## src/logic/mmd_map.vh

```
// address map constants for the memory map decoder
`ifndef MMD_MAP_VH
`define MMD_MAP_VH
`define MMD_ADDR_W 24
`define MMD_BOOT_LO 24'h000000
`define MMD_BOOT_HI 24'h000FFF
`define MMD_VEC_HI 24'h00003F
`define MMD_LOW_HI 24'h7FFFFF
`define MMD_RSV0_LO 24'h800000
`define MMD_RSV0_HI 24'h807FFF
`define MMD_PERI_LO 24'h808000
`define MMD_PERI_HI 24'h8097FF
`define MMD_SP_RAM0_LO 24'h809800
`define MMD_SP_RAM0_HI 24'h809BFF
`define MMD_SP_RAM1_LO 24'h809C00
`define MMD_SP_RAM1_HI 24'h809FFF
`define MMD_SP_BRANCH_LO 24'h809FC1
`define MMD_SP_BRANCH_HI 24'h809FFF
`define MMD_SP_EXT_LO 24'h80A000
`define MMD_DS_RSV1_LO 24'h809800
`define MMD_DS_RSV1_HI 24'h80FFFF
`define MMD_DS_IO_LO 24'h810000
`define MMD_DS_IO_HI 24'h82FFFF
`define MMD_DS_RSV2_LO 24'h830000
`define MMD_DS_RSV2_HI 24'h87FDFF
`define MMD_DS_RAM0_LO 24'h87FE00
`define MMD_DS_RAM0_HI 24'h87FEFF
`define MMD_DS_RAM1_LO 24'h87FF00
`define MMD_DS_RAM1_HI 24'h87FFFF
`define MMD_DS_S0_LO 24'h880000
`define MMD_DS_S0_HI 24'h8FFFFF
`define MMD_DS_S1_LO 24'h900000
`define MMD_TOP 24'hFFFFFF
`define MMD_VTP_W 16
`define MMD_VEC_W 8
`define MMD_TGT_W 8
`define MMD_T_ROM 0
`define MMD_T_RAM0 1
`define MMD_T_RAM1 2
`define MMD_T_PERI 3
`define MMD_T_PRIM 4
`define MMD_T_S0 5
`define MMD_T_S1 6
`define MMD_T_IO 7
`endif

```

## src/logic/mmd_decoder.v

```verilog
// cpu address decoder for the single-port and dual-strobe variants
`timescale 1ns/1ps
`default_nettype none
`include "mmd_map.vh"
module mmd_decoder #(
  parameter DUAL_STROBE = 0
) (
  // clock and reset
  input wire clk_i,
  input wire rst_i,
  // mode pin
  input wire boot_mode_select_pin_i,
  // cpu access
  input wire access_valid_i,
  input wire [`MMD_ADDR_W-1:0] access_addr_i,
  input wire [`MMD_VTP_W-1:0] vector_table_pointer_i,
  input wire [`MMD_VEC_W-1:0] vector_index_i,
  // target selects
  output reg rom_sel_o,
  output reg ram0_sel_o,
  output reg ram1_sel_o,
  output reg peri_sel_o,
  output reg primary_memory_strobe_o,
  output reg memory_strobe_zero_o,
  output reg memory_strobe_one_o,
  output reg io_space_strobe_o,
  output reg reserved_hit_o,
  output reg branch_slot_o,
  output reg [`MMD_ADDR_W-1:0] vector_addr_o,
  output reg boot_mode_o
);

  ////////////////////////////////////////////////////////////////////////////
  // helpers
  function in_rng;
    input [`MMD_ADDR_W-1:0] a;
    input [`MMD_ADDR_W-1:0] lo;
    input [`MMD_ADDR_W-1:0] hi;
    begin
      in_rng = (a >= lo) && (a <= hi);
    end
  endfunction

  function [`MMD_TGT_W-1:0] onehot;
    input integer idx;
    begin
      onehot = 8'h01 << idx;
    end
  endfunction

  ////////////////////////////////////////////////////////////////////////////
  // mode pin
  wire mode_w;
  mmd_pin_sync u_sync (
    .clk_i(clk_i),
    .rst_i(rst_i),
    .pin_i(boot_mode_select_pin_i),
    .level_o(mode_w)
  );

  ////////////////////////////////////////////////////////////////////////////
  // decode
  reg [`MMD_TGT_W-1:0] tgt_nxt;
  reg branch_nxt;
  reg res_nxt;
  reg [`MMD_ADDR_W-1:0] vec_nxt;

  // single-port map; only the low region depends on the mode
  function [`MMD_TGT_W-1:0] sp_target;
    input [`MMD_ADDR_W-1:0] a;
    input m;
    begin
      if (a <= `MMD_LOW_HI) begin
        if (m && in_rng(a, `MMD_BOOT_LO, `MMD_BOOT_HI)) begin
          sp_target = onehot(`MMD_T_ROM);
        end else begin
          sp_target = onehot(`MMD_T_PRIM);
        end
      end else if (in_rng(a, `MMD_PERI_LO, `MMD_PERI_HI)) begin
        sp_target = onehot(`MMD_T_PERI);
      end else if (in_rng(a, `MMD_RSV0_LO, `MMD_RSV0_HI)) begin
        sp_target = 8'h00;
      end else if (in_rng(a, `MMD_SP_RAM0_LO, `MMD_SP_RAM0_HI)) begin
        sp_target = onehot(`MMD_T_RAM0);
      end else if (in_rng(a, `MMD_SP_RAM1_LO, `MMD_SP_RAM1_HI)) begin
        sp_target = onehot(`MMD_T_RAM1);
      end else if (in_rng(a, `MMD_SP_EXT_LO, `MMD_TOP)) begin
        sp_target = onehot(`MMD_T_PRIM);
      end else begin
        sp_target = 8'h00;
      end
    end
  endfunction

  // dual-strobe map; three reserved holes select nothing
  function [`MMD_TGT_W-1:0] ds_target;
    input [`MMD_ADDR_W-1:0] a;
    input m;
    begin
      if (a <= `MMD_LOW_HI) begin
        if (m && in_rng(a, `MMD_BOOT_LO, `MMD_BOOT_HI)) begin
          ds_target = onehot(`MMD_T_ROM);
        end else begin
          ds_target = onehot(`MMD_T_S0);
        end
      end else if (in_rng(a, `MMD_PERI_LO, `MMD_PERI_HI)) begin
        ds_target = onehot(`MMD_T_PERI);
      end else if (in_rng(a, `MMD_RSV0_LO, `MMD_RSV0_HI)) begin
        ds_target = 8'h00;
      end else if (in_rng(a, `MMD_DS_RSV1_LO, `MMD_DS_RSV1_HI)) begin
        ds_target = 8'h00;
      end else if (in_rng(a, `MMD_DS_IO_LO, `MMD_DS_IO_HI)) begin
        ds_target = onehot(`MMD_T_IO);
      end else if (in_rng(a, `MMD_DS_RSV2_LO, `MMD_DS_RSV2_HI)) begin
        ds_target = 8'h00;
      end else if (in_rng(a, `MMD_DS_RAM0_LO, `MMD_DS_RAM0_HI)) begin
        ds_target = onehot(`MMD_T_RAM0);
      end else if (in_rng(a, `MMD_DS_RAM1_LO, `MMD_DS_RAM1_HI)) begin
        ds_target = onehot(`MMD_T_RAM1);
      end else if (in_rng(a, `MMD_DS_S0_LO, `MMD_DS_S0_HI)) begin
        ds_target = onehot(`MMD_T_S0);
      end else begin
        ds_target = onehot(`MMD_T_S1);
      end
    end
  endfunction

  // vector fetch address for one vector number
  function [`MMD_ADDR_W-1:0] vec_of;
    input [`MMD_VTP_W-1:0] ptr;
    input [`MMD_VEC_W-1:0] idx;
    input m;
    begin
      if (DUAL_STROBE != 0) begin
        vec_of = {ptr, idx};
      end else if (m && (idx != 8'h00)) begin
        vec_of = `MMD_SP_BRANCH_LO - 24'h000001 + {16'h0000, idx};
      end else begin
        vec_of = {16'h0000, idx};
      end
    end
  endfunction

  always @* begin
    tgt_nxt = 8'h00;
    branch_nxt = 1'b0;
    if (access_valid_i) begin
      if (DUAL_STROBE != 0) begin
        tgt_nxt = ds_target(access_addr_i, mode_w);
      end else begin
        tgt_nxt = sp_target(access_addr_i, mode_w);
        branch_nxt = mode_w && in_rng(access_addr_i, `MMD_SP_BRANCH_LO,
                                      `MMD_SP_BRANCH_HI);
      end
    end
    res_nxt = access_valid_i && (tgt_nxt == 8'h00);
  end

  // vector address
  always @* begin
    vec_nxt = vec_of(vector_table_pointer_i, vector_index_i, mode_w);
  end

  ////////////////////////////////////////////////////////////////////////////
  // registered selects
  always @(posedge clk_i or posedge rst_i) begin
    if (rst_i) begin
      rom_sel_o <= 1'b0;
      ram0_sel_o <= 1'b0;
      ram1_sel_o <= 1'b0;
      peri_sel_o <= 1'b0;
      primary_memory_strobe_o <= 1'b0;
      memory_strobe_zero_o <= 1'b0;
      memory_strobe_one_o <= 1'b0;
      io_space_strobe_o <= 1'b0;
      reserved_hit_o <= 1'b0;
      branch_slot_o <= 1'b0;
    end else begin
      rom_sel_o <= tgt_nxt[`MMD_T_ROM];
      ram0_sel_o <= tgt_nxt[`MMD_T_RAM0];
      ram1_sel_o <= tgt_nxt[`MMD_T_RAM1];
      peri_sel_o <= tgt_nxt[`MMD_T_PERI];
      primary_memory_strobe_o <= tgt_nxt[`MMD_T_PRIM];
      memory_strobe_zero_o <= tgt_nxt[`MMD_T_S0];
      memory_strobe_one_o <= tgt_nxt[`MMD_T_S1];
      io_space_strobe_o <= tgt_nxt[`MMD_T_IO];
      reserved_hit_o <= res_nxt;
      branch_slot_o <= branch_nxt;
    end
  end

  // registered vector address and settled mode
  always @(posedge clk_i or posedge rst_i) begin
    if (rst_i) begin
      vector_addr_o <= 24'h000000;
      boot_mode_o <= 1'b0;
    end else begin
      vector_addr_o <= vec_nxt;
      boot_mode_o <= mode_w;
    end
  end
endmodule // mmd_decoder
`default_nettype wire

```

## src/logic/mmd_pin_sync.v

```verilog
// three-stage synchroniser for the boot mode select pin
`timescale 1ns/1ps
`default_nettype none
module mmd_pin_sync (
  // clock and reset
  input wire clk_i,
  input wire rst_i,
  // pin in, settled level out
  input wire pin_i,
  output reg level_o
);
  reg s1_r;
  reg s2_r;
  reg s3_r;
  always @(posedge clk_i or posedge rst_i) begin
    if (rst_i) begin
      s1_r <= 1'b0;
      s2_r <= 1'b0;
      s3_r <= 1'b0;
      level_o <= 1'b0;
    end else begin
      s1_r <= pin_i;
      s2_r <= s1_r;
      s3_r <= s2_r;
      if (s2_r == s3_r) begin
        level_o <= s3_r;
      end
    end
  end
endmodule // mmd_pin_sync
`default_nettype wire

```

## config.mk

```make
export PLATFORM = sky130hd
export DESIGN_NAME = mmd_decoder
export DESIGN_NICKNAME = d
export VERILOG_FILES = /design/src/logic/mmd_decoder.v /design/src/logic/mmd_pin_sync.v
export VERILOG_INCLUDE_DIRS = /design/src /design/src/logic
export SDC_FILE = /design/constraint.sdc
export NUM_CORES = 1
export LEC_CHECK = 0
export BUFFER_PORTS_ARGS = -buffer_cell sky130_fd_sc_hd__buf_2
export CORE_ASPECT_RATIO = 0.75
export CORE_UTILIZATION = 39
export CTS_CLUSTER_SIZE = 40
export DETAILED_ROUTE_END_ITERATION = 6
export PLACE_DENSITY = 0.8
export SYNTH_ARGS = -nofsm -noshare
export SYNTH_HDL_FRONTEND = slang
export SYNTH_SLANG_ARGS = --single-unit
```

## constraint.sdc

```tcl
create_clock -name clk_i -period 1.9 [get_ports clk_i]
set_input_delay 0.285 -clock clk_i [delete_from_list [all_inputs] [get_ports clk_i]]
set_output_delay 0.285 -clock clk_i [all_outputs]
set_load 0.01 [all_outputs]
```

==> impl.org <==
** STA
- Final worst clock skew :: 0.00684 ns
- Relative slew slack :: 45.2%
- Final period utilization :: 78.5%
- RSZ-0062 raised after global routing :: no
- Setup violations remaining at the end of the flow were counted as 0.
- Total Neg Setup Slack :: 0 ns
- PnR worst setup slack :: 0.409 ns
- The number of hold violations in the final report was 0.
- For this run, the top clock speed supported by timing is 671 MHz.
- The max-slew violation count was 0.
- Worst Tran Pin Value :: 0.821 ns
- After layout, the minimum clock period comes to 1.49 ns.

** Final layout
- Final cell count without fillers :: 170
- Utilization of the core after routing :: 53.7%
- Relative to the synthesized area, the layout overhead comes to 29.5%.
- The library cell used most frequently in the layout, excluding fill and tap cells, is buf_2.
- The layout has 225 filler cells.
- Commonest cells after routing, fill and taps aside :: buf_2, dfrtp_1, conb_1
- Of the cells placed in the final design, the portion with a size suffix greater than 1 is 47.8%.
- Net count, final :: 191
- The multi-input combinational cells in the finished layout cover a total of 280 µm².
- Ant. Diodes :: 0
- Sequential Area :: 576 µm²

** Pwr
- The worst-case IR drop observed on VDD is 0.000380 V.
- Cell internal power was estimated by the tool at 0.000655 W.
- Share of total power in combinational logic :: 15.7%
- In this run, the clock network consumes 24.4% of the power.
- In this run switching power makes up 25.4% of total power.
- Power comes to 0.000878 W.
- Sw power :: 0.000223 W
- Pleak :: 0.677 nW
- Registers are responsible for 59.9% of the overall power.
- Pwr dens :: 708 nW/µm²

** Critical path
- Launching element type of the critical path :: input pin
- The startpoint identified for the worst register-to-register timing path is u_sync.level_o.
- Maximum single-stage delay on the critical path :: 0.47 ns
- Count of buffering cells on the critical path with inverters included :: 2
- Required time of the critical path :: 2.13 ns
- Traced cell by cell, the critical path runs through buf_2, inv_1, ha_1, or4b_4, o41ai_4, mux2i_1.
- CP top delay family :: simple AND/OR/NAND/NOR gates
- The critical path in this run is classified as input pin to register.
- Along the worst path, the maximum fanout reaches 5.
- The critical path starts at vector_index_i[6].
- Data on the critical path arrives at its endpoint at 1.72 ns.
- Standard cell with the maximum stage delay on the critical path :: or4b_4
- Critical Path Sink Type :: register

** Die
- Height of the die :: 44.9 µm
- Ports :: 87
- The region available for standard cell placement spans 2310 µm².
- Total Die Area :: 2660 µm²
- Initial core utilization :: 41.5%
- Row count :: 15
- The die is 59.2 µm wide.

** Detailed routing
- After detailed routing, the average wire length per cell comes to 10.1 µm.
- For this run, design rule violations remaining after detail routing come to 0.
- Antenna-violating nets left :: 0
- First drt pass iteration count :: 4
- The final route contains 732 vias.
- Violation count after the first detailed-route iteration :: 9
- After detailed routing, the total wire length is 1720 µm.
- Number of vias per cell after detailed routing :: 4.31

** Synth
- Number of enable-type register cells in the synthesized netlist :: 0
- For this run, the number of Yosys warnings is 0.
- In this run, synthesis produced a sequential element count of 23.
- Async S/R FF share, synth :: 100%
- In the post-synthesis netlist, the biggest area contributors are dfrtp_1, buf_4, o41ai_4.
- For this run, the leading register cell type out of synthesis is dfrtp_1.
- Fraction of synthesized cell area taken by the top area cell type :: 60.1%
- A synthesized cell averages 12.1 µm².
- Of all cell types, the one taking the most synthesized area is dfrtp_1.
- Share of the yosys chip area belonging to registers :: 60.1%
- After technology mapping, the gate count stands at 79.
- Post-synthesis cell type count :: 22
- Cell area after technology mapping :: 957 µm²

** Place
- Final weighted congestion in routability-driven placement :: 0.745
- Prior to clock tree synthesis, the placed netlist has a worst setup slack of 0.0765 ns.
- Post-DP HPWL :: 1430 µm
- Including well taps, the total number of placed cells is 166.
- In this run the tool buffered the top-level ports with 59 buffer cells.

** CTS
- Resize count post-CTS :: 0
- In this run the clock root is driven by a clkbuf_4.
- Max clock buf depth :: 2
- Clock tree from TritonCTS :: done
- After clock tree synthesis, the setup repair step added 0 buffers.
- Buffers inserted during clock tree synthesis total 3.
- Worst-Skew Late Latency :: 0.30 ns
- Clock slew at reported path FFs :: 0.11 ns
- CTS Sinks :: 23
- Number of hold buffers added after CTS :: 0
- CTS HTree Levels :: 1

** Global routing
- Antenna violations before repair :: 0
- Total routing resource utilization after global routing :: 14.0%
- Global routing finished with a remaining overflow of 0.
- Number of global-route vias before repair :: 656
- The first global-routing pass estimated 2690 µm of wire.
- Maximum number of pins on one net before global-route repair :: 24

** Hold path
- The worst hold path begins at boot_mode_select_pin_i.
- In this run the worst hold path is classified as input pin to register.

** Run
- Max-cap viol count :: 0

** Status
- Outcome :: finished, final reports clean
[power groups by stage]
stage               logic (W)  clock network, W  registers [W]
floorplan           0.0000760                 0       0.000548
global placement     0.000135                 0       0.000536
detailed placement   0.000139                 0       0.000536
CTS                  0.000139          0.000226       0.000526
global route         0.000155          0.000244       0.000530
finish               0.000138          0.000214       0.000526
[layout make-up]
cell class,instances,share of cell area (%)
Multi-Input combinational cell,45,22.6
Tap cell,34,3.43
Inverter,5,1.51
Timing Repair Buffer,59,23.8
Clock inverter,1,0.404
Clock buffer,3,1.82
Sequential cell,23,46.4
[cell usage after synthesis (all sizes together) (2+ instances only)]
master,instances
dfrtp,23
buf,16
inv,5
nand2,5
nor2,5
nor3,4
nor4,3
ha,2
nand3,2
nand4,2
[metal layers]
| metal | vias to the layer above | share of wire [%] | GRT usage [%] |
|---|---|---|---|
| met5 | - | 0 | 0 |
| met4 | 0 | 1.1 | 4.29 |
| met3 | 2 | 5.0 | 4.30 |
| met2 | 29 | 52 | 26.3 |
| met1 | 343 | 42 | 15.2 |
| li1 | 358 | - | - |
[state kept, by name, indices dropped and copies added, names as in the netlist]
signal / flops
peri_sel_o: 1
u_sync.level_o: 1
u_sync.s3_r: 1
branch_slot_o: 1
u_sync.s1_r: 1
u_sync.s2_r: 1
boot_mode_o: 1
ram0_sel_o: 1
reserved_hit_o: 1
rom_sel_o: 1
ram1_sel_o: 1
vector_addr_o: 11
primary_memory_strobe_o: 1
[final timing paths]
path                                endpoint  slack (ns)  cells past startpoint
setup / recovery            vector_addr_o[7]        0.41                      6
hold / removal                   u_sync.s1_r        0.09                      1
setup reg to reg               branch_slot_o        0.75                      3
hold reg to reg                  u_sync.s2_r        0.37                      0
max in group asynchronous  vector_addr_o[12]        1.27                      2
min in group asynchronous         ram1_sel_o        0.12                      2
[worst register-to-register path, stage by stage (launching register included)]
cell and delay [ns]:
dfrtp_1 0.50, nand3_1 0.12, a211o_1 0.24, nor4_1 0.20
[metrics by stage]
stage / hold WS [ns] / area, µm²
final: 0.0860 / 1240
after global routing: 0.0650 / 1240
after CTS: 0.0706 / 1240
after detailed placement: 0.340 / 1210
after global placement: 0.334 / 1210
after floorplan: 0.287 / 995
[logic make-up after synthesis]
kind of cell    after synthesis  synth area share [%]
compound gates                6                  6.80
xor+xnor                      1                 0.915
fa+ha+maj                     3                  3.66
buf+inv                      21                  14.5
flops                        23                  60.1
mux                           1                  1.05
other cells                   1                 0.392
simple gates                 23                  12.5
(Power assumes the default switching activity.)
